==> src/swpm_pkg.sv <==
// Purpose: shared constants and types for the servo warning and protection monitor
// Assumes: 10 MHz system clock
// Notes: warning slot order is A0..A9
package swpm_pkg;
    localparam int CLK_HZ = 10_000_000;
    localparam int NUM_WARN = 10;
    localparam int W_OVERLOAD = 0;
    localparam int W_REGEN = 1;
    localparam int W_BATTERY = 2;
    localparam int W_FAN = 3;
    localparam int W_ENC_COMM = 4;
    localparam int W_ENC_HEAT = 5;
    localparam int W_OSC = 6;
    localparam int W_LIFE = 7;
    localparam int W_SCALE_ALM = 8;
    localparam int W_SCALE_COMM = 9;
    // Warning threshold, percent of protection level
    localparam logic [7:0] LOAD_WARN_PCT = 8'h55;
    // Battery threshold in millivolts (3.2 V)
    localparam logic [15:0] BATT_WARN_MV = 16'h0C80;
    localparam int FAN_STOP_MS = 1000;
    localparam int FAN_STOP_CYC = FAN_STOP_MS * (CLK_HZ / 1000);
    localparam int TICK_MS = 1000;
    localparam int TICK_CYC = TICK_MS * (CLK_HZ / 1000);
    // Latch time codes: 0 none, 1..10 seconds, 15 unlimited
    localparam logic [3:0] LATCH_NONE = 4'h0;
    localparam logic [3:0] LATCH_MAX_S = 4'hA;
    localparam logic [3:0] LATCH_FOREVER = 4'hF;
    localparam logic [31:0] DEV_EXCESS_DEFAULT = 32'h000186A0;
    localparam logic [31:0] HYBRID_DEV_DEFAULT = 32'h00003E80;
    // Over-speed default is 1.2 x max speed, as 12/10
    localparam int OVERSPEED_NUM = 12;
    localparam int OVERSPEED_DEN = 10;
    typedef enum logic [1:0] {CTRL_POSITION, CTRL_VELOCITY, CTRL_TORQUE, CTRL_FULL_CLOSED} ctrl_mode_type;
endpackage

==> src/swpm_warn_if.sv <==
// Purpose: carries one warning slot between the monitor and its latch
// Assumes: single clock domain
// Notes: one instance per warning source
`timescale 1ns/100ps
`default_nettype none
interface swpm_warn_if;
    logic cause;
    logic latchable;
    logic forever_hold;
    logic active;
    modport monitor (output cause, output latchable, output forever_hold, input active);
    modport latch (input cause, input latchable, input forever_hold, output active);
endinterface
`default_nettype wire

==> src/swpm_monitor.sv <==
// Purpose: servo warning codes and protective trips
// Assumes: measurements arrive synchronous to i_sys_clk, scaled by upstream logic
// Notes: trips are sticky until alarm clear; warnings per independent slot
`timescale 1ns/100ps
`default_nettype none
// How it works
// Warnings assert below trip thresholds; non-latching ones follow their cause.
// Latchable warnings hold 1 to 10 s, or forever, after cause ends.
// Battery and lifetime warnings always latch without time limit.
// Alarm clear held active keeps every warning cleared.
// Overload warning when load factor is 85 percent or more.
// Regeneration warning when regenerative load is 85 percent or more.
// Battery warning when voltage is 3.2 V or lower.
// Fan warning after one second stopped, except during servo-off stop.
// Encoder warning when consecutive comm errors exceed the limit.
// Scale warning when consecutive comm errors exceed the limit.
// Encoder overheat report raises its warning.
// Scale alarm report raises its warning.
// Oscillation warning when vibration exceeds detect level.
// Lifetime warning when remaining life drops below the specified time.
// Over-speed trip above level; default max speed times 1.2.
// Deviation trip in position or full-closed modes above excess level.
// Deviation excess level defaults to 100000 command-unit pulses.
// Unit select 0 compares command deviation, 1 encoder or full-closed deviation.
// With unit select 1, filter and damping do not affect deviation.
// Working range trip when motor position exceeds allowed revolutions; the code trips only in position or full-closed mode with servo on.
// Hybrid deviation trip in full-closed mode; default 16000 pulses.
// Torque clamped to first limit; limiting output while clamping.
// Each warning slot has its own independent latch timer.
module swpm_monitor
    import swpm_pkg::*;
#(
    parameter int ERR_CNT_W = 8,
    parameter int FAN_STOP_CYCLES = FAN_STOP_CYC,
    parameter int SEC_CYCLES = TICK_CYC,
    parameter logic [31:0] DEV_EXCESS_INIT = DEV_EXCESS_DEFAULT,
    parameter logic [31:0] HYBRID_DEV_INIT = HYBRID_DEV_DEFAULT
) (
    input wire logic i_sys_clk,
    input wire logic i_sys_rst,
    input wire logic i_alarm_clear_input,
    input wire logic [3:0] i_warning_latch_time,
    input wire logic i_servo_on,
    input wire ctrl_mode_type i_ctrl_mode,
    input wire logic [7:0] i_load_factor_pct,
    input wire logic [7:0] i_regen_factor_pct,
    input wire logic [15:0] i_battery_mv,
    input wire logic i_fan_stopped,
    input wire logic i_fan_servo_off_stop,
    input wire logic i_enc_comm_err,
    input wire logic i_enc_comm_ok,
    input wire logic [ERR_CNT_W-1:0] i_enc_err_limit,
    input wire logic i_scale_comm_err,
    input wire logic i_scale_comm_ok,
    input wire logic [ERR_CNT_W-1:0] i_scale_err_limit,
    input wire logic i_enc_overheat,
    input wire logic i_scale_alarm,
    input wire logic [15:0] i_vibration,
    input wire logic [15:0] i_oscillation_detect_level,
    input wire logic i_life_expired,
    input wire logic [15:0] i_motor_speed,
    input wire logic [15:0] i_motor_max_speed,
    input wire logic [15:0] i_overspeed_level,
    input wire logic [31:0] i_dev_cmd_unit,
    input wire logic [31:0] i_dev_enc_unit,
    input wire logic i_deviation_unit_select,
    input wire logic [31:0] i_deviation_excess_level,
    input wire logic [31:0] i_motor_pos_abs,
    input wire logic [31:0] i_working_range_setting,
    input wire logic [31:0] i_hybrid_dev,
    input wire logic [31:0] i_hybrid_deviation_level,
    input wire logic [15:0] i_torque_request,
    input wire logic [15:0] i_first_torque_limit,
    output logic [NUM_WARN-1:0] o_warnings,
    output logic o_trip_overspeed,
    output logic o_trip_deviation,
    output logic o_trip_range,
    output logic o_trip_hybrid,
    output logic [15:0] o_torque_cmd,
    output logic o_torque_limiting_output
);
    function automatic logic over_limit(input logic [ERR_CNT_W-1:0] cnt, input logic [ERR_CNT_W-1:0] lim);
        over_limit = cnt > lim;
    endfunction

    logic [NUM_WARN-1:0] cause;
    logic [NUM_WARN-1:0] active;
    logic [$clog2(SEC_CYCLES+1)-1:0] sec_cnt;
    logic sec_tick;
    logic [$clog2(FAN_STOP_CYCLES+1)-1:0] fan_cnt;
    logic [ERR_CNT_W-1:0] enc_errs;
    logic [ERR_CNT_W-1:0] scale_errs;

    // One-second enable for the latch timers
    always_ff @(posedge i_sys_clk) begin
        if (i_sys_rst || sec_cnt == ($bits(sec_cnt))'(SEC_CYCLES - 1)) begin
            sec_cnt <= '0;
        end else begin
            sec_cnt <= sec_cnt + 1'b1;
        end
    end
    always_ff @(posedge i_sys_clk) begin
        if (i_sys_rst) begin
            sec_tick <= 1'b0;
        end else begin
            sec_tick <= sec_cnt == ($bits(sec_cnt))'(SEC_CYCLES - 1);
        end
    end

    // Fan timer ignores the deliberate stop taken while servo is off
    wire fan_fault = i_fan_stopped && !(i_fan_servo_off_stop && !i_servo_on);
    wire fan_done = fan_cnt == ($bits(fan_cnt))'(FAN_STOP_CYCLES);
    always_ff @(posedge i_sys_clk) begin
        if (i_sys_rst || !fan_fault) begin
            fan_cnt <= '0;
        end else if (!fan_done) begin
            fan_cnt <= fan_cnt + 1'b1;
        end
    end

    // Consecutive error counts saturate and restart on a good frame
    always_ff @(posedge i_sys_clk) begin
        if (i_sys_rst || i_enc_comm_ok) begin
            enc_errs <= '0;
        end else if (i_enc_comm_err && enc_errs != '1) begin
            enc_errs <= enc_errs + 1'b1;
        end
    end
    always_ff @(posedge i_sys_clk) begin
        if (i_sys_rst || i_scale_comm_ok) begin
            scale_errs <= '0;
        end else if (i_scale_comm_err && scale_errs != '1) begin
            scale_errs <= scale_errs + 1'b1;
        end
    end

    assign cause[W_OVERLOAD] = i_load_factor_pct >= LOAD_WARN_PCT;
    assign cause[W_REGEN] = i_regen_factor_pct >= LOAD_WARN_PCT;
    assign cause[W_BATTERY] = i_battery_mv <= BATT_WARN_MV;
    assign cause[W_FAN] = fan_done;
    assign cause[W_ENC_COMM] = over_limit(enc_errs, i_enc_err_limit);
    assign cause[W_ENC_HEAT] = i_enc_overheat;
    assign cause[W_OSC] = i_vibration > i_oscillation_detect_level;
    assign cause[W_LIFE] = i_life_expired;
    assign cause[W_SCALE_ALM] = i_scale_alarm;
    assign cause[W_SCALE_COMM] = over_limit(scale_errs, i_scale_err_limit);

    // One slot per source, each with its own timer
    genvar g;
    generate
        for (g = 0; g < NUM_WARN; g++) begin : slot
            swpm_warn_if wif ();
            assign wif.cause = cause[g];
            assign wif.forever_hold = (g == W_BATTERY) || (g == W_LIFE);
            assign wif.latchable = !((g == W_BATTERY) || (g == W_LIFE));
            assign active[g] = wif.active;
            swpm_warn_latch u_latch (
                .i_sys_clk(i_sys_clk),
                .i_sys_rst(i_sys_rst),
                .i_sec_tick(sec_tick),
                .i_alarm_clear_input(i_alarm_clear_input),
                .i_warning_latch_time(i_warning_latch_time),
                .warn(wif.latch)
            );
        end
    endgenerate

    // Over-speed: zero setting selects the 1.2 x max speed default
    wire [19:0] speed_default = 20'(({4'h0, i_motor_max_speed} * 20'(OVERSPEED_NUM)) / 20'(OVERSPEED_DEN));
    wire [19:0] speed_limit = (i_overspeed_level == 16'h0000) ? speed_default : {4'h0, i_overspeed_level};
    wire overspeed = {4'h0, i_motor_speed} > speed_limit;

    wire pos_mode = i_ctrl_mode == CTRL_POSITION || i_ctrl_mode == CTRL_FULL_CLOSED;
    // Encoder-unit deviation is taken after the command filters, so they do not count
    wire [31:0] dev_sel = i_deviation_unit_select ? i_dev_enc_unit : i_dev_cmd_unit;
    // Zero setting selects the power-on default level
    wire [31:0] dev_lim = (i_deviation_excess_level == 32'h0) ? DEV_EXCESS_INIT : i_deviation_excess_level;
    wire dev_excess = pos_mode && dev_sel > dev_lim;
    wire range_excess = pos_mode && i_servo_on && i_motor_pos_abs > i_working_range_setting;
    wire [31:0] hyb_lim = (i_hybrid_deviation_level == 32'h0) ? HYBRID_DEV_INIT : i_hybrid_deviation_level;
    wire hyb_excess = i_ctrl_mode == CTRL_FULL_CLOSED && i_hybrid_dev > hyb_lim;

    // Trips stay set until the host clears them; a new cause wins over clear
    always_ff @(posedge i_sys_clk) begin
        if (i_sys_rst) begin
            o_trip_overspeed <= 1'b0;
            o_trip_deviation <= 1'b0;
            o_trip_range <= 1'b0;
            o_trip_hybrid <= 1'b0;
        end else begin
            o_trip_overspeed <= overspeed || (o_trip_overspeed && !i_alarm_clear_input);
            o_trip_deviation <= dev_excess || (o_trip_deviation && !i_alarm_clear_input);
            o_trip_range <= range_excess || (o_trip_range && !i_alarm_clear_input);
            o_trip_hybrid <= hyb_excess || (o_trip_hybrid && !i_alarm_clear_input);
        end
    end

    wire clamp = i_torque_request > i_first_torque_limit;
    always_ff @(posedge i_sys_clk) begin
        if (i_sys_rst) begin
            o_torque_cmd <= 16'h0000;
            o_torque_limiting_output <= 1'b0;
            o_warnings <= '0;
        end else begin
            o_torque_cmd <= clamp ? i_first_torque_limit : i_torque_request;
            o_torque_limiting_output <= clamp;
            o_warnings <= active;
        end
    end

    AST_OVERLOAD: assert property (@(posedge i_sys_clk) disable iff (i_sys_rst)
        (i_load_factor_pct >= LOAD_WARN_PCT && !i_alarm_clear_input) |=> o_warnings[W_OVERLOAD])
        else $error("overload warning missing");
    AST_BATTERY: assert property (@(posedge i_sys_clk) disable iff (i_sys_rst)
        (i_battery_mv <= BATT_WARN_MV && !i_alarm_clear_input) |=> o_warnings[W_BATTERY])
        else $error("battery warning missing");
    AST_CLEAR_ALL: assert property (@(posedge i_sys_clk) disable iff (i_sys_rst)
        i_alarm_clear_input |=> o_warnings == '0) else $error("warnings not cleared");
    AST_OVERSPEED: assert property (@(posedge i_sys_clk) disable iff (i_sys_rst)
        overspeed |=> o_trip_overspeed) else $error("over-speed trip missing");
    // Outside position modes a clear deviation trip must stay clear
    AST_DEV_MODE: assert property (@(posedge i_sys_clk) disable iff (i_sys_rst)
        (!pos_mode && !o_trip_deviation) |=> !o_trip_deviation)
        else $error("deviation trip outside position modes");
    AST_HYBRID: assert property (@(posedge i_sys_clk) disable iff (i_sys_rst)
        (i_ctrl_mode == CTRL_FULL_CLOSED && i_hybrid_dev > hyb_lim) |=> o_trip_hybrid)
        else $error("hybrid trip missing");
    AST_TORQUE: assert property (@(posedge i_sys_clk) disable iff (i_sys_rst)
        clamp |=> (o_torque_limiting_output && o_torque_cmd == $past(i_first_torque_limit)))
        else $error("torque not clamped");
    AST_FAN_DELAY: assert property (@(posedge i_sys_clk) disable iff (i_sys_rst)
        $rose(fan_fault) |-> !cause[W_FAN]) else $error("fan warning too early");
    AST_RANGE: assert property (@(posedge i_sys_clk) disable iff (i_sys_rst)
        range_excess |=> o_trip_range) else $error("range trip missing");

    COV_OVERLOAD: cover property (@(posedge i_sys_clk) $rose(o_warnings[W_OVERLOAD]));
    COV_FAN: cover property (@(posedge i_sys_clk) $rose(o_warnings[W_FAN]));
    COV_DEV: cover property (@(posedge i_sys_clk) $rose(o_trip_deviation));
    COV_CLEAR: cover property (@(posedge i_sys_clk) o_warnings[W_BATTERY] ##1 i_alarm_clear_input);
endmodule
`default_nettype wire

==> src/swpm_warn_latch.sv <==
// Purpose: one warning slot with cause-follow and timed or unlimited hold
// Assumes: i_sec_tick is a one-cycle pulse once per second
// Notes: alarm clear dominates the cause while held
`timescale 1ns/100ps
`default_nettype none
module swpm_warn_latch
    import swpm_pkg::*;
(
    input wire logic i_sys_clk,
    input wire logic i_sys_rst,
    input wire logic i_sec_tick,
    input wire logic i_alarm_clear_input,
    input wire logic [3:0] i_warning_latch_time,
    swpm_warn_if.latch warn
);
    logic held;
    logic [3:0] secs_left;
    wire timed_mode = warn.latchable && i_warning_latch_time != LATCH_NONE;
    wire unlimited = warn.forever_hold || (warn.latchable && i_warning_latch_time == LATCH_FOREVER);
    wire [3:0] load_secs = (i_warning_latch_time > LATCH_MAX_S) ? LATCH_MAX_S : i_warning_latch_time;
    wire expire = !unlimited && i_sec_tick && secs_left <= 4'h1;

    always_ff @(posedge i_sys_clk) begin
        if (i_sys_rst || i_alarm_clear_input) begin
            held <= 1'b0;
            secs_left <= 4'h0;
        end else if (warn.cause) begin
            held <= timed_mode || warn.forever_hold;
            secs_left <= load_secs;
        end else if (held) begin
            if (expire) begin
                held <= 1'b0;
            end else if (i_sec_tick && !unlimited) begin
                secs_left <= secs_left - 4'h1;
            end
        end
    end
    // Non-latching slots follow the cause directly
    assign warn.active = !i_alarm_clear_input && (warn.cause || held);

    AST_CLEAR_WINS: assert property (@(posedge i_sys_clk) disable iff (i_sys_rst)
        i_alarm_clear_input |-> !warn.active) else $error("warning shown during alarm clear");
    AST_FOREVER_HOLD: assert property (@(posedge i_sys_clk) disable iff (i_sys_rst)
        (warn.forever_hold && held && !i_alarm_clear_input) |=> held) else $error("unlimited warning dropped");
    // With no latch time a live cause must never arm the hold of a slot without forever hold
    AST_NOLATCH: assert property (@(posedge i_sys_clk) disable iff (i_sys_rst)
        (!warn.forever_hold && i_warning_latch_time == LATCH_NONE && warn.cause) |=> !held)
        else $error("non-latching warning held");
    AST_TIMED_RELEASE: assert property (@(posedge i_sys_clk) disable iff (i_sys_rst)
        (held && expire && !warn.cause && !i_alarm_clear_input) |=> !held)
        else $error("timed hold did not release");
endmodule
`default_nettype wire

==> config.mk <==
export PLATFORM = sky130hd
export DESIGN_NAME = swpm_monitor
export DESIGN_NICKNAME = d
export VERILOG_FILES = /design/src/swpm_pkg.sv /design/src/swpm_warn_if.sv /design/src/swpm_monitor.sv /design/src/swpm_warn_latch.sv
export SDC_FILE = /design/constraint.sdc
export NUM_CORES = 1
export LEC_CHECK = 0
export BUFFER_PORTS_ARGS = -buffer_cell sky130_fd_sc_hd__buf_2
export CELL_PAD_IN_SITES_DETAIL_PLACEMENT = 1
export CELL_PAD_IN_SITES_GLOBAL_PLACEMENT = 1
export CORE_MARGIN = 10
export CORE_UTILIZATION = 41
export CTS_CLUSTER_DIAMETER = 60
export CTS_CLUSTER_SIZE = 8
export DETAILED_ROUTE_END_ITERATION = 16
export GPL_ROUTABILITY_DRIVEN = 0
export GPL_TIMING_DRIVEN = 0
export PLACE_DENSITY_LB_ADDON = 0.25
export SYNTH_ARGS = -nofsm -noshare
export SYNTH_HDL_FRONTEND = slang
export SYNTH_SLANG_ARGS = --single-unit
==> constraint.sdc <==
create_clock -name i_sys_clk -period 15.2 [get_ports i_sys_clk]
set_input_delay 2.28 -clock i_sys_clk [delete_from_list [all_inputs] [get_ports i_sys_clk]]
set_output_delay 2.28 -clock i_sys_clk [all_outputs]
set_load 0.02 [all_outputs]
* Yosys cells after proc, flatten, opt, wreduce, memory -nomap -nowiden
Index checks and enable logic that the tools add are counted.
** Storage, ports and cells
- Bits in registers :: 138
- Input bits :: 404
- Logic and storage cells :: 229
** Operators by class
- $add $sub $neg :: 12
- Multipliers :: 1
- Divide/modulo/power cells :: 1
- Order comparisons :: 20
- Equal/unequal tests :: 14
- Muxes and demuxes :: 66
- Reductions and logical operators :: 85
** Operator list (number)
- 2-to-1 mux 4 bit :: 33
- greater-than comparator 32 bit :: 3
- 2-to-1 mux 32 bit :: 3
- logical NOT 32 bit :: 2
- adder 24 x 1 -> 24 bit (second input constant) :: 2
- == test 24 bit (second input constant) :: 2
- greater-than comparator 16 bit :: 2
- less-or-equal comparator 4 x 1 -> 1 bit (second input constant) :: 8
- nonzero test 2 bit :: 16
- subtractor 4 x 1 -> 4 bit (second input constant) :: 8
- logical AND 1 bit :: 31
- 2-to-1 mux 1 bit :: 28
- AND reduction 3 bit :: 8
- divider 20 x 4 -> 20 bit (second input constant) :: 1
- greater-than comparator 16 x 20 -> 1 bit :: 1
- logical OR 1 bit :: 20
- 2-to-1 mux 20 bit :: 1
- multiplier 16 x 2 -> 18 bit (second input constant) :: 1
- adder 8 x 1 -> 8 bit (second input constant) :: 2
- >= comparator 8 x 7 -> 1 bit (second input constant) :: 2
- greater-than comparator 8 bit :: 2
- less-or-equal comparator 16 x 12 -> 1 bit (second input constant) :: 1
- logical NOT 16 bit :: 1
- 2-to-1 mux 16 bit :: 1
- other kinds (9) :: 20

* Logic depth before layout (Yosys ltp)
Gate-level depths: netlist of the first run.
- Depth in word-level cells :: 7
- Depth in mapped cells :: 45
- Mapped depth without buffers :: 40

* Cells and area by module
A second synthesis of the first run with hierarchy kept.
** Second synthesis, totals
- Cells, all modules :: 2095
- Area total of the unflattened synthesis :: 15944.0 um2
** Modules (own cells, without submodules)
- swpm_monitor :: instances 1, cells each 1645, area an instance 12328.1 um2, seq. area each 1921.8 um2
- swpm_warn_latch :: instances 10, cells each 45, area an instance 361.6 um2, seq. area each 100.1 um2

* Worst setup path after synthesis of the first run
Ideal clock, no wire load.
- Kind :: input to register
- Start :: input i_motor_max_speed[0]
- End :: register o_trip_overspeed
- Setup time :: 0.128 ns
- Arrival time :: 9.915 ns
- Path slack :: 5.157 ns
- Stages :: 43
- Cells stage by stage :: ha_1 inv_1 fa_1 nand2b_1 a21o_1 a21oi_1 mux2_2 nor3_2 o211ai_1 a32o_2 o21ai_0 a211oi_2 a31o_1 buf_6 nand2_2 buf_6 nor2_1 a2111oi_4 (+7 left out) o21a_1 maj3_2 a211o_1 xnor2_1 ha_1 o32ai_1 a21oi_1 nor4bb_1 o21bai_1 ha_1 nor2b_1 o21a_1 o21ai_0 nand2b_1 a221oi_1 o21ai_0 a22oi_1 nor2_1
** Between the ends
- Word-level cells in the longest chain between the ends :: 5
** Ends and longest elaborated chain
- from (decl) :: RTL line swpm_monitor.sv:62 : input wire logic [15:0] i_motor_max_speed,
- multiplier 16 x 2 -> 18 bit :: RTL line swpm_monitor.sv:169 : wire [19:0] speed_default = 20'(({4'h0, i_motor_max_speed} * 20'(OVERSPEED_NUM)) / 20'(OVERSPEED_DEN));
- divider 20 x 4 -> 20 bit :: RTL line swpm_monitor.sv:169
- 2-to-1 mux 20 bit :: RTL line swpm_monitor.sv:170 : wire [19:0] speed_limit = (i_overspeed_level == 16'h0000) ? speed_default : {4'h0, i_overspeed_level};
- greater-than comparator 16 x 20 -> 1 bit :: RTL line swpm_monitor.sv:171 : wire overspeed = {4'h0, i_motor_speed} > speed_limit;
- logical OR 1 bit :: RTL line swpm_monitor.sv:191 : o_trip_overspeed <= overspeed || (o_trip_overspeed && !i_alarm_clear_input);
- to (signal assigned) :: RTL line swpm_monitor.sv:191
- to (decl) :: RTL line swpm_monitor.sv:75 : output logic o_trip_overspeed,
Every way passes these cells.
A chain may end at the register's enable or synchronous reset.

* Worst setup path in the final report of the first run
Same ends and word-level chain as after synthesis.

==> impl_results.rst, run 1 <==
.. list-table::
   :header-rows: 1

   * - Metric
     - Value
   * - Drt total wl
     - 55.2 mm
   * - Max-cap violations
     - 0
   * - Clk slew on worst S/H paths
     - about 60 ps
   * - Largest stage delay, worst path
     - 510 ps
   * - Hold Path End
     - sec_cnt[0]
   * - Die span in y
     - 207 µm
   * - Clock net sink count
     - around 140
   * - Comb power frac
     - about three fifths
   * - Final Power
     - 0.00194 W
   * - Maximum fanout along the worst path
     - 10
   * - Port Buffer Count
     - between 400 and 500
   * - Pre-Repair DR Iteration Count
     - 4
   * - Seq cells post-synth
     - between 100 and 150
   * - R2R setup slack
     - 12130 ps
   * - Launch point of the worst reg-to-reg path
     - fan_cnt[3]
   * - Mapped Avg Cell Area
     - 7.67 µm²
   * - Source of the worst hold timing path
     - sec_cnt[0]
   * - Startpoint Class
     - primary input
   * - Cell with the biggest individual delay on the critical path
     - sky130_fd_sc_hd__nor3_2
   * - Boundary Pins
     - roughly 440
   * - Net Switching
     - 0.000879 W
   * - Cts hold-fix bufs
     - 0
   * - Drt wl/cell
     - 19.7 µm
   * - Design internal power
     - 0.00106 W
   * - Count of final max-slew check failures
     - 0
   * - Post-synth EDFFs
     - 0
   * - Worst vdd ir
     - 0.0858 mV
   * - Setup TNS
     - 0 ps
   * - Bufs on Longest Clock Path
     - 2
   * - First-pass GRT wire length
     - 87.1 mm
   * - Gate count of the mapped netlist
     - 1872
   * - Power share of the clock group
     - 21.9%
   * - Synthesized netlist net count
     - 2481
   * - Multi-input gate area
     - 0.0106 mm²
   * - Leakage component of the power
     - 8.27 nW
   * - Worst-margin pin slew
     - 1060 ps
   * - Start-to-end type of the worst setup path
     - in -> reg
   * - Status
     - completed
   * - Post-layout min period
     - 11650 ps
   * - RSZ-0062 raised after global routing
     - false
   * - Post-detailed-route DRC marker count
     - 0
   * - Detail-routed via count per cell
     - 5.56
   * - Critical path capture point type
     - flip-flop
   * - Number of distinct library cell variants in the gate-level netlist after synthesis
     - 96
   * - Ys Warns
     - 0
   * - Share of synthesized registers carrying an async set or reset
     - 0%
   * - Fin. Hold Viols
     - 0
   * - Hold Crit Depth
     - 1
   * - Reg-to-reg endpoint
     - fan_cnt[20]
   * - Dominant synthesized flop cell
     - sky130_fd_sc_hd__dfxtp_1
   * - Max-slew headroom
     - between 20% and 30%
   * - Core Region
     - 0.0345 mm²
   * - Buf/Inv on CP
     - 3
   * - Cell class contributing the biggest share of worst-path delay
     - compound AO/OA/AOI/OAI gates
   * - Signed area change from the synthesized netlist to the final layout
     - 23.4%
   * - Final net count
     - 2931
   * - Power density over cell area
     - approximately 110 mW/mm²
   * - Remaining antenna violation count after routing
     - 0
   * - GRT Total Usage
     - 24.4%
   * - Number of buffers added for setup after CTS
     - 0
   * - Area of all sequential standard cells
     - between 0.002 and 0.003 mm²
   * - Total clock buffers created by CTS
     - 17
   * - Filler cells
     - 4471
   * - HPWL after detailed placement
     - 46.8 mm
   * - Number of DRC markers after the initial detailed-route iteration
     - 618
   * - Remaining global-route overflow
     - 0
   * - Total non-filler cell area in the finished layout
     - 0.0177 mm²
   * - Switching Fraction
     - 45.4%
   * - Share of the cycle needed by the critical path after routing
     - 76.6%
   * - Setup skew after layout
     - 14.9 ps
   * - Pin count of the biggest net entering global routing
     - 17
   * - CTS Root Buffer Type
     - sky130_fd_sc_hd__clkbuf_16
   * - Cell area after placement
     - ~0.017 mm²
   * - PostCTS Resize Cnt
     - 0
   * - Die outline area
     - about 0.043 mm²
   * - Clock insertion delay at the later pin of the skew report
     - 420 ps
   * - Arrival time at the worst endpoint
     - 11940 ps
   * - Horiz. Die Dim
     - 207 µm
   * - HP Class
     - reg -> reg
   * - CP Data Required Time
     - 15490 ps
   * - Synthesized area
     - 0.0144 mm²
   * - Register area share after synthesis
     - 19.2%
   * - Site Rows
     - 68
   * - Worst Reg2Reg Path Length in Cells
     - 10
   * - H-tree levels
     - 4
   * - Finish-stage setup viols
     - 0
   * - Via count
     - 15600
   * - Initial antenna violation count
     - 25
   * - TritonCTS clock tree
     - built
   * - Layout cells sized above 1
     - 24.4%
   * - Effective utilization at floorplan
     - 41.6%
   * - Number of global-route vias before repair
     - 16800
   * - Fraction of power consumed by sequential logic
     - 19.5%
   * - Achievable Freq
     - about 0.086 GHz
==> cell families (layout without fill, tap and decap cells) <==
kind of cell	count (synthesis)	after routing	share of synthesized area, %
adder cells (fa/ha/maj)	208	208	18.1
multiplexers	67	67	4.95
AO/OA/AOI/OAI	426	426	20.1
XOR/XNOR	102	102	6.48
other	0	13	0
buffers and inverters	242	705	6.75
AND/OR/NAND/NOR	689	689	24.3
flip-flops	138	138	19.2
==> placed cells by master, fill, tap and decap left out, types with 6 or more instances in the layout <==
master,instances
sky130_fd_sc_hd__a211o_1,7
sky130_fd_sc_hd__a211oi_1,36
sky130_fd_sc_hd__mux2i_1,35
sky130_fd_sc_hd__and3_1,17
sky130_fd_sc_hd__nand2_1,93
sky130_fd_sc_hd__nor4_1,35
sky130_fd_sc_hd__o211ai_1,21
sky130_fd_sc_hd__a31oi_1,16
sky130_fd_sc_hd__nand2b_1,42
sky130_fd_sc_hd__inv_6,8
sky130_fd_sc_hd__diode_2,13
sky130_fd_sc_hd__a21o_1,23
sky130_fd_sc_hd__xnor2_1,59
sky130_fd_sc_hd__clkbuf_16,17
sky130_fd_sc_hd__ha_1,204
sky130_fd_sc_hd__inv_1,178
sky130_fd_sc_hd__nor2_1,221
sky130_fd_sc_hd__and2_1,7
sky130_fd_sc_hd__xor2_1,38
sky130_fd_sc_hd__and4_1,7
sky130_fd_sc_hd__or4_1,7
sky130_fd_sc_hd__nand4_1,64
sky130_fd_sc_hd__o21a_1,15
sky130_fd_sc_hd__o22ai_1,6
sky130_fd_sc_hd__or3_1,15
sky130_fd_sc_hd__dfxtp_1,138
sky130_fd_sc_hd__nor3_1,37
sky130_fd_sc_hd__mux2_2,32
sky130_fd_sc_hd__a21oi_1,119
sky130_fd_sc_hd__nand3_1,62
sky130_fd_sc_hd__buf_2,443
sky130_fd_sc_hd__or2_2,10
sky130_fd_sc_hd__nor2b_1,43
sky130_fd_sc_hd__o21ai_1,11
sky130_fd_sc_hd__clkbuf_1,41
sky130_fd_sc_hd__o21ai_0,81
==> per-layer routing <==
| layer | vias to the layer above | track usage, % | share of wire, % |
|---|---|---|---|
| met5 | - | 0 | 0.30 |
| met4 | 24 | 8.10 | 2.5 |
| met3 | 90 | 6.32 | 5.8 |
| met2 | 442 | 44.8 | 51 |
| met1 | 7388 | 26.6 | 40 |
| li1 | 7645 | - | - |
==> cells in the mapped netlist (16+ instances only) <==
master	count	area, µm²
sky130_fd_sc_hd__a211oi_1	36	270
sky130_fd_sc_hd__a21o_1	23	173
sky130_fd_sc_hd__a21oi_1	119	596
sky130_fd_sc_hd__a31oi_1	16	100
sky130_fd_sc_hd__and3_1	17	106
sky130_fd_sc_hd__clkbuf_1	41	154
sky130_fd_sc_hd__dfxtp_1	138	2760
sky130_fd_sc_hd__ha_1	204	2550
sky130_fd_sc_hd__inv_1	178	668
sky130_fd_sc_hd__mux2_2	32	360
sky130_fd_sc_hd__mux2i_1	35	350
sky130_fd_sc_hd__nand2_1	93	349
sky130_fd_sc_hd__nand2b_1	42	263
sky130_fd_sc_hd__nand3_1	62	310
sky130_fd_sc_hd__nand4_1	64	400
sky130_fd_sc_hd__nor2_1	221	830
sky130_fd_sc_hd__nor2b_1	43	269
sky130_fd_sc_hd__nor3_1	37	185
sky130_fd_sc_hd__nor4_1	35	219
sky130_fd_sc_hd__o211ai_1	21	158
sky130_fd_sc_hd__o21ai_0	81	405
sky130_fd_sc_hd__xnor2_1	59	517
sky130_fd_sc_hd__xor2_1	38	333
==> through the flow <==
stage          std cells  hold slack, ps  setup slack [ps]  util, %
5_1_grt             2797             483              2750     51.2
4_1_cts             2790             460              3640     51.2
2_1_floorplan       1872             424              5160        -
3_3_place_gp        2758             436              3560     49.5
3_5_place_dp        2758             448              3220     49.5
6_report            2803             461              3550     51.3
==> registers in the layout, summed over array words and instances (netlist names), 8 cells and up <==
register and flops:
slot.u_latch.held 10, o_warnings 10, scale_errs 8, sec_cnt 24, o_torque_cmd 16, slot.u_latch.secs_left 32, enc_errs 8, fan_cnt 24
==> worst max path at each step <==
stage                         startpoint          endpoint  slack, ps  cells past startpoint
floorplan           i_motor_max_speed[0]  o_trip_overspeed       5160                     43
global placement    i_motor_max_speed[0]  o_trip_overspeed       3560                     42
detailed placement  i_motor_max_speed[0]  o_trip_overspeed       3220                     42
CTS                 i_motor_max_speed[0]  o_trip_overspeed       3640                     42
global route        i_motor_max_speed[0]  o_trip_overspeed       2750                     42
finish              i_motor_max_speed[0]  o_trip_overspeed       3550                     41
==> layout make-up <==
class,instances,area share [%]
multi-input combinational,1492,60.0
sequential,138,15.6
timing repair buffer,431,12.2
inverter,178,3.77
tap,455,3.21
clock buffer,17,2.40
buffer,64,1.69
clock inverter,15,0.989
antenna,13,0.184
==> power by group through the flow <==
stage          clock, W  sequential [W]  combinational (W)
2_1_floorplan         0        0.000391           0.000818
3_3_place_gp          0        0.000386            0.00108
3_5_place_dp          0        0.000386            0.00112
4_1_cts        0.000431        0.000378            0.00112
5_1_grt        0.000447        0.000379            0.00126
6_report       0.000425        0.000378            0.00113
(Power assumes the default switching activity.)
==> run 2, diff against run 1 <==
--- a/config.mk
+++ b/config.mk
@@ -5,11 +5,12 @@
 export SDC_FILE = /design/constraint.sdc
 export NUM_CORES = 1
 export LEC_CHECK = 0
+export ABC_AREA = 1
 export BUFFER_PORTS_ARGS = -buffer_cell sky130_fd_sc_hd__buf_2
 export CELL_PAD_IN_SITES_DETAIL_PLACEMENT = 1
 export CELL_PAD_IN_SITES_GLOBAL_PLACEMENT = 1
 export CORE_MARGIN = 10
-export CORE_UTILIZATION = 41
+export CORE_UTILIZATION = 36
 export CTS_CLUSTER_DIAMETER = 60
 export CTS_CLUSTER_SIZE = 8
 export DETAILED_ROUTE_END_ITERATION = 16
==> constraint.sdc (replaced) <==
create_clock -name i_sys_clk -period 12.2 [get_ports i_sys_clk]
set_input_delay 1.83 -clock i_sys_clk [delete_from_list [all_inputs] [get_ports i_sys_clk]]
set_output_delay 1.83 -clock i_sys_clk [all_outputs]
set_load 0.02 [all_outputs]
==> run 2 against run 1 <==
Compared with the run above:
- register-to-register slack worse by 3100 ps
- first-iteration DRC count down 17%
- non-clock buffer count down 38
- cell area decreased by 4.6%
- highest routed layer unchanged
- critical path depth increased by 52
- final cell count up 6.5%
- clock skew down 2.6 ps
- setup slack lost 2400 ps
- area after synthesis decreased by 6.0%
- via count fell by 2.0%
==> impl_results.rst, run 2 <==
.. list-table::
   :header-rows: 1

   * - Metric
     - Value
   * - Bufs on Longest Clock Path
     - 2
   * - Seq cells post-synth
     - 138
   * - Mapped Avg Cell Area
     - 6.66 µm²
   * - Pin count of the biggest net entering global routing
     - 17
   * - Remaining global-route overflow
     - 0
   * - Setup TNS
     - 0 ps
   * - Largest stage delay, worst path
     - 410 ps
   * - Synthesized-area fraction occupied by ao, oa, aoi and oai cells
     - 15.0%
   * - Pre-Repair DR Iteration Count
     - 4
   * - HPWL after detailed placement
     - 46.6 mm
   * - Gate count of the mapped netlist
     - 2028
   * - Clock net sink count
     - 138
   * - Number of DRC markers after the initial detailed-route iteration
     - 511
   * - Register area share after synthesis
     - 20.5%
   * - Max-slew headroom
     - a little over an eighth
   * - Arrival time at the worst endpoint
     - 11390 ps
   * - Register bank with the most flops
     - slot.u_latch.secs_left
   * - First-pass GRT wire length
     - ~83 mm
   * - Hold Crit Depth
     - 1
   * - CP Data Required Time
     - 12550 ps
   * - Highest-count cells in the layout ignoring fill and taps
     - sky130_fd_sc_hd__buf_2 (432), sky130_fd_sc_hd__nand2_1 (379), sky130_fd_sc_hd__inv_1 (350)
   * - Post-detailed-route DRC marker count
     - 0
   * - Final net count
     - 3088
   * - Status
     - completed
   * - Remaining antenna violation count after routing
     - 0
   * - Max-cap violations
     - 0
   * - Top cell types by occurrence after synthesis
     - sky130_fd_sc_hd__nand2_1 (379), sky130_fd_sc_hd__inv_1 (350), sky130_fd_sc_hd__ha_1 (204)
   * - PostCTS Resize Cnt
     - 0
   * - Leading cell types by total area after synthesis
     - sky130_fd_sc_hd__dfxtp_1 (20%), sky130_fd_sc_hd__ha_1 (19%), sky130_fd_sc_hd__nand2_1 (11%)
   * - Initial antenna violation count
     - 25
   * - Post-layout min period
     - 11030 ps
   * - Worst Reg2Reg Path Length in Cells
     - 18
   * - RSZ-0062 raised after global routing
     - false
   * - H-tree levels
     - 4
   * - Horiz. Die Dim
     - 214 µm
   * - Critical path capture point type
     - flip-flop
   * - Core Region
     - 0.0368 mm²
   * - Adder-cell area share of the yosys netlist
     - between 10% and 20%
   * - Share of synthesized registers carrying an async set or reset
     - 0%
   * - Filler cells
     - approximately 5000
   * - Drt wl/cell
     - 18.0 µm
   * - Maximum fanout along the worst path
     - 6
   * - Most instantiated library cell after synthesis
     - sky130_fd_sc_hd__nand2_1
   * - Main combinational cell family by area after synthesis
     - simple AND/OR/NAND/NOR gates
   * - Drt total wl
     - 53.7 mm
   * - Startpoint Class
     - primary input
   * - Ys Warns
     - 0
   * - Largest area contributor in the netlist
     - sky130_fd_sc_hd__dfxtp_1
   * - Total clock buffers created by CTS
     - 17
   * - GRT Total Usage
     - 22.9%
   * - Cts hold-fix bufs
     - 0
   * - Crit-path most repeated cell
     - sky130_fd_sc_hd__nand2_1
   * - Synthesized netlist net count
     - 2637
   * - Start-to-end type of the worst setup path
     - in -> reg
   * - Via count
     - 15300
   * - Most common cell after layout, fill and taps aside
     - sky130_fd_sc_hd__buf_2
   * - Fin. Hold Viols
     - 0
   * - Max reg flops
     - 32
   * - HP Class
     - reg -> reg
   * - Post-synth EDFFs
     - 0
   * - Boundary Pins
     - 435
   * - Clock insertion delay at the later pin of the skew report
     - 450 ps
   * - Site Rows
     - 70
   * - Number of distinct library cell variants in the gate-level netlist after synthesis
     - between 50 and 60
   * - Cell with the biggest individual delay on the critical path
     - sky130_fd_sc_hd__fa_1
   * - Setup skew after layout
     - 12.2 ps
   * - Port Buffer Count
     - 432
   * - Effective utilization at floorplan
     - approximately 37%
   * - TritonCTS clock tree
     - built
   * - Achievable Freq
     - 0.0906 GHz
   * - Dominant synthesized flop cell
     - sky130_fd_sc_hd__dfxtp_1
   * - Share of the cycle needed by the critical path after routing
     - about nine tenths
   * - Layout cells sized above 1
     - 23.8%
   * - Clk slew on worst S/H paths
     - ~60 ps
   * - Signed area change from the synthesized netlist to the final layout
     - 25.2%
   * - Detail-routed via count per cell
     - 5.12
   * - Area share of the largest cell type after synthesis
     - 20.5%
   * - Count of final max-slew check failures
     - 0
   * - Die outline area
     - 0.0456 mm²
   * - Largest regs
     - slot.u_latch.secs_left: 32 flops, fan_cnt: 24 flops, sec_cnt: 24 flops
   * - Post-Synth Simple-Gate Area
     - 29.7%
   * - Number of buffers added for setup after CTS
     - 0
   * - CTS Root Buffer Type
     - sky130_fd_sc_hd__clkbuf_16
   * - Synthesized area
     - 0.0135 mm²
   * - Share of synthesized area spent on multiplexers
     - 2.66%
   * - Post-synthesis share of cell area spent on xor and xnor gates
     - 1.93%
   * - Worst-margin pin slew
     - approximately 1300 ps
   * - Number of global-route vias before repair
     - between 15000 and 20000
   * - Die span in y
     - between 200 and 250 µm
   * - Finish-stage setup viols
     - 0
## run 2: cell count changes after synthesis, moves of 23 or more
| cell | change |
|---|---|
| sky130_fd_sc_hd__nor2_1 | -82 |
| sky130_fd_sc_hd__nand4_1 | -23 |
| sky130_fd_sc_hd__nand2_1 | +286 |
| sky130_fd_sc_hd__nand3_1 | +64 |
| sky130_fd_sc_hd__xnor2_1 | -50 |
| sky130_fd_sc_hd__nand2b_1 | -42 |
| sky130_fd_sc_hd__nor2b_1 | -43 |
| sky130_fd_sc_hd__a21oi_1 | +63 |
| sky130_fd_sc_hd__mux2i_1 | -34 |
| sky130_fd_sc_hd__inv_1 | +172 |
| sky130_fd_sc_hd__nand2_2 | +41 |
## run 2: stage by stage
step | hold WS, ps | cell area (µm²) | cells | worst slack [ps] | utilization (%)
global route | 493 | 16900 | 2981 | 13.6 | 45.9
finish | 468 | 16900 | 2984 | 1170 | 46.0
CTS | 472 | 16800 | 2960 | 1170 | 45.8
floorplan | 418 | 13500 | 2028 | 2790 | -
global placement | 429 | 16200 | 2928 | 1120 | 44.2
detailed placement | 456 | 16300 | 2928 | 753 | 44.2
## run 2: per-layer routing
| metal | GRT usage (%) | vias to the layer above | part of all wire [%] |
|---|---|---|---|
| li1 | - | 7705 | - |
| met2 | 41.6 | 345 | 50 |
| met1 | 24.3 | 7133 | 41 |
| met4 | 10.0 | 4 | 3.0 |
| met3 | 6.23 | 85 | 6.3 |
| met5 | 0 | - | 0.039 |
## run 2: worst max-delay path: cells and delay by family
family | cells | cell delay [ps]
AND/OR/NAND/NOR | 70 | 6500
adder cells (fa/ha/maj) | 4 | 940
buffers and inverters | 12 | 1060
AO/OA/AOI/OAI | 7 | 1040
## run 2: cells by family (layout without fill, tap and decap cells)
family / count (synthesis) / count (layout)
simple gates: 863 / 863
buf+inv: 403 / 867
compound gates: 359 / 359
fa+ha+maj: 205 / 205
flops: 138 / 138
mux: 32 / 32
xor+xnor: 28 / 28
other cells: 0 / 24
## run 2: worst paths after layout
check / start / endpoint / slack [ps]
max: i_motor_max_speed[0] / o_trip_overspeed / 1170
min: sec_cnt[0] / sec_cnt[0] / 470
max reg2reg: fan_cnt[0] / fan_cnt[22] / 9060
min reg2reg: sec_cnt[0] / sec_cnt[0] / 470
## run 2: area by class of cell
cell class	instances	area, µm²	share of cell area [%]
clock inverters	15	168	0.992
clock buffers	17	425	2.52
diodes	24	60.1	0.355
multi-input cells	1487	9230	54.6
flip-flops and latches	138	2760	16.3
plain buffers	25	93.8	0.555
well taps	468	586	3.46
inverters	378	1420	8.39
repair buffers	432	2160	12.8
Power of run 2 is not shown: default switching activity piles up to over one toggle a cycle in this logic, so the estimate is an artifact.
==> run 3, diff against run 2 <==
--- a/config.mk
+++ b/config.mk
@@ -5,12 +5,11 @@
 export SDC_FILE = /design/constraint.sdc
 export NUM_CORES = 1
 export LEC_CHECK = 0
-export ABC_AREA = 1
 export BUFFER_PORTS_ARGS = -buffer_cell sky130_fd_sc_hd__buf_2
 export CELL_PAD_IN_SITES_DETAIL_PLACEMENT = 1
 export CELL_PAD_IN_SITES_GLOBAL_PLACEMENT = 1
 export CORE_MARGIN = 10
-export CORE_UTILIZATION = 36
+export CORE_UTILIZATION = 38
 export CTS_CLUSTER_DIAMETER = 60
 export CTS_CLUSTER_SIZE = 8
 export DETAILED_ROUTE_END_ITERATION = 16
==> run 3 against run 2 <==
Compared with the run above:
- die area is 0.68% higher
- hold slack worse by 6.6 ps
- routed wire length hardly changed
- clock skew hardly changed
- global-route usage is 0.43 points lower
- critical path type unchanged
==> impl_results.rst, run 3 (synthesis results as in run 1) <==
.. list-table::
   :header-rows: 1

   * - Metric
     - Value
   * - HPWL after detailed placement
     - around 46 mm
   * - Cts hold-fix bufs
     - 0
   * - Drt wl/cell
     - 18.9 µm
   * - Detail-routed via count per cell
     - 5.42
   * - Max-cap violations
     - 0
   * - HP Class
     - reg -> reg
   * - Initial antenna violation count
     - 11
   * - Startpoint Class
     - primary input
   * - Fin. Hold Viols
     - 0
   * - Crit-path most repeated cell
     - sky130_fd_sc_hd__ha_1
   * - Most common cell after layout, fill and taps aside
     - sky130_fd_sc_hd__buf_2
   * - Number of global-route vias before repair
     - 16500
   * - Largest stage delay, worst path
     - approximately 500 ps
   * - Critical path capture point type
     - flip-flop
   * - TritonCTS clock tree
     - built
   * - Site Rows
     - 71
   * - Remaining global-route overflow
     - 0
   * - H-tree levels
     - 4
   * - GRT Total Usage
     - 22.4%
   * - RSZ-0062 raised after global routing
     - false
   * - Final net count
     - a little under 3000
   * - Min Hold Slack
     - approximately 460 ps
   * - Boundary Pins
     - between 400 and 500
   * - Met1 WL
     - 22.6 mm
   * - Clk slew on worst S/H paths
     - 70 ps
   * - Die outline area
     - ~0.046 mm²
   * - Remaining antenna violation count after routing
     - 0
   * - CP Data Required Time
     - 12480 ps
   * - Port Buffer Count
     - approximately 430
   * - Leakage component of the power
     - ~8.3 nW
   * - Setup TNS
     - 0 ps
   * - First-pass GRT wire length
     - 85.7 mm
   * - Post-detailed-route DRC marker count
     - 0
   * - Finish-stage setup viols
     - 0
   * - Highest routed layer
     - met5
   * - Worst-margin pin slew
     - 1200 ps
   * - Share of the cycle needed by the critical path after routing
     - 91.4%
   * - Achievable Freq
     - 0.0897 GHz
   * - Met2 WL post-DR
     - 26.2 mm
   * - Worst vdd ir
     - 0.0838 mV
   * - Effective utilization at floorplan
     - between 30% and 40%
   * - Count of final max-slew check failures
     - 0
   * - Horiz. Die Dim
     - 214 µm
   * - Arrival time at the worst endpoint
     - 11430 ps
   * - Via count
     - 15500
   * - Bufs on Longest Clock Path
     - 2
   * - Filler cells
     - just under 5000
   * - Number of DRC markers after the initial detailed-route iteration
     - about 590
   * - Max-slew headroom
     - between 10% and 20%
   * - PostCTS Resize Cnt
     - 0
   * - Total clock buffers created by CTS
     - 17
   * - CTS Root Buffer Type
     - sky130_fd_sc_hd__clkbuf_16
   * - Layout cells sized above 1
     - 24.4%
   * - Register bank with the most flops
     - slot.u_latch.secs_left
   * - Number of buffers added for setup after CTS
     - 0
   * - Start-to-end type of the worst setup path
     - in -> reg
   * - Highest-count cells in the layout ignoring fill and taps
     - sky130_fd_sc_hd__buf_2 (443), sky130_fd_sc_hd__nor2_1 (221), sky130_fd_sc_hd__ha_1 (204)
   * - Drt total wl
     - approximately 54 mm
   * - Worst Reg2Reg Path Length in Cells
     - 10
   * - Max reg flops
     - 32
   * - Clock insertion delay at the later pin of the skew report
     - 420 ps
   * - Cell with the biggest individual delay on the critical path
     - sky130_fd_sc_hd__nor3_2
   * - Power density over cell area
     - 136 mW/mm²
   * - Metal3 WL
     - 3.38 mm
   * - Pre-Repair DR Iteration Count
     - 5
   * - Largest regs
     - slot.u_latch.secs_left: 32 flops, fan_cnt: 24 flops, sec_cnt: 24 flops
   * - Signed area change from the synthesized netlist to the final layout
     - 23.7%
   * - Die span in y
     - 214 µm
   * - Setup skew after layout
     - 12.4 ps
   * - Clock net sink count
     - 138
   * - Hold Crit Depth
     - 2
   * - Core Region
     - 0.0375 mm²
   * - Pin count of the biggest net entering global routing
     - 17
   * - Status
     - completed
   * - Maximum fanout along the worst path
     - 10
   * - Core utilization of the finished layout
     - 47.4%
   * - Post-layout min period
     - 11150 ps
==> run 3: power breakdown <==
| group | switching, W | internal (W) |
|---|---|---|
| Clock | 0.000233 | 0.000293 |
| Combinational | 0.000852 | 0.000562 |
| Sequential | 0.00000845 | 0.000463 |
| Total | 0.00109 | 0.00132 |
==> run 3: worst max-delay path, delay by kind of cell <==
family | cells | cell delay (ps)
compound gates | 20 | 4320
fa+ha+maj | 4 | 1120
mux | 1 | 410
xor+xnor | 1 | 350
simple gates | 13 | 2890
buf+inv | 3 | 460
==> run 3: metrics by stage <==
| step | setup slack (ps) | cells | cell area (µm²) | power (W) |
|---|---|---|---|---|
| 6_report | 1050 | 2851 | 17800 | 0.00241 |
| 3_5_place_dp | 673 | 2814 | 17200 | 0.00188 |
| 4_1_cts | 1080 | 2846 | 17700 | 0.00242 |
| 5_1_grt | 124 | 2848 | 17700 | 0.00261 |
| 3_3_place_gp | 995 | 2814 | 17200 | 0.00184 |
| 2_1_floorplan | 2610 | 1872 | 14400 | 0.00151 |
==> run 3: layer usage <==
| layer | vias to the layer above | track usage, % |
|---|---|---|
| met5 | - | 0 |
| met1 | 7308 | 25.2 |
| met4 | 14 | 7.28 |
| met2 | 428 | 40.3 |
| met3 | 74 | 6.05 |
| li1 | 7635 | - |
==> run 3: layout make-up <==
class	instances	area (µm²)	share of cell area, %
clock inverter	15	165	0.930
buffer	64	300	1.69
tap	511	639	3.60
multi-input combinational	1492	10600	59.8
inverter	178	668	3.76
clock buffer	17	425	2.40
timing repair buffer	431	2160	12.1
antenna	5	12.5	0.0705
sequential	138	2760	15.6
==> run 3: final timing paths <==
kind | start | to | slack, ps
max | i_motor_max_speed[0] | o_trip_overspeed | 1050
min | slot[1].u_latch.held | o_warnings[1] | 460
max reg2reg | fan_cnt[3] | fan_cnt[20] | 9010
min reg2reg | slot[1].u_latch.held | o_warnings[1] | 460
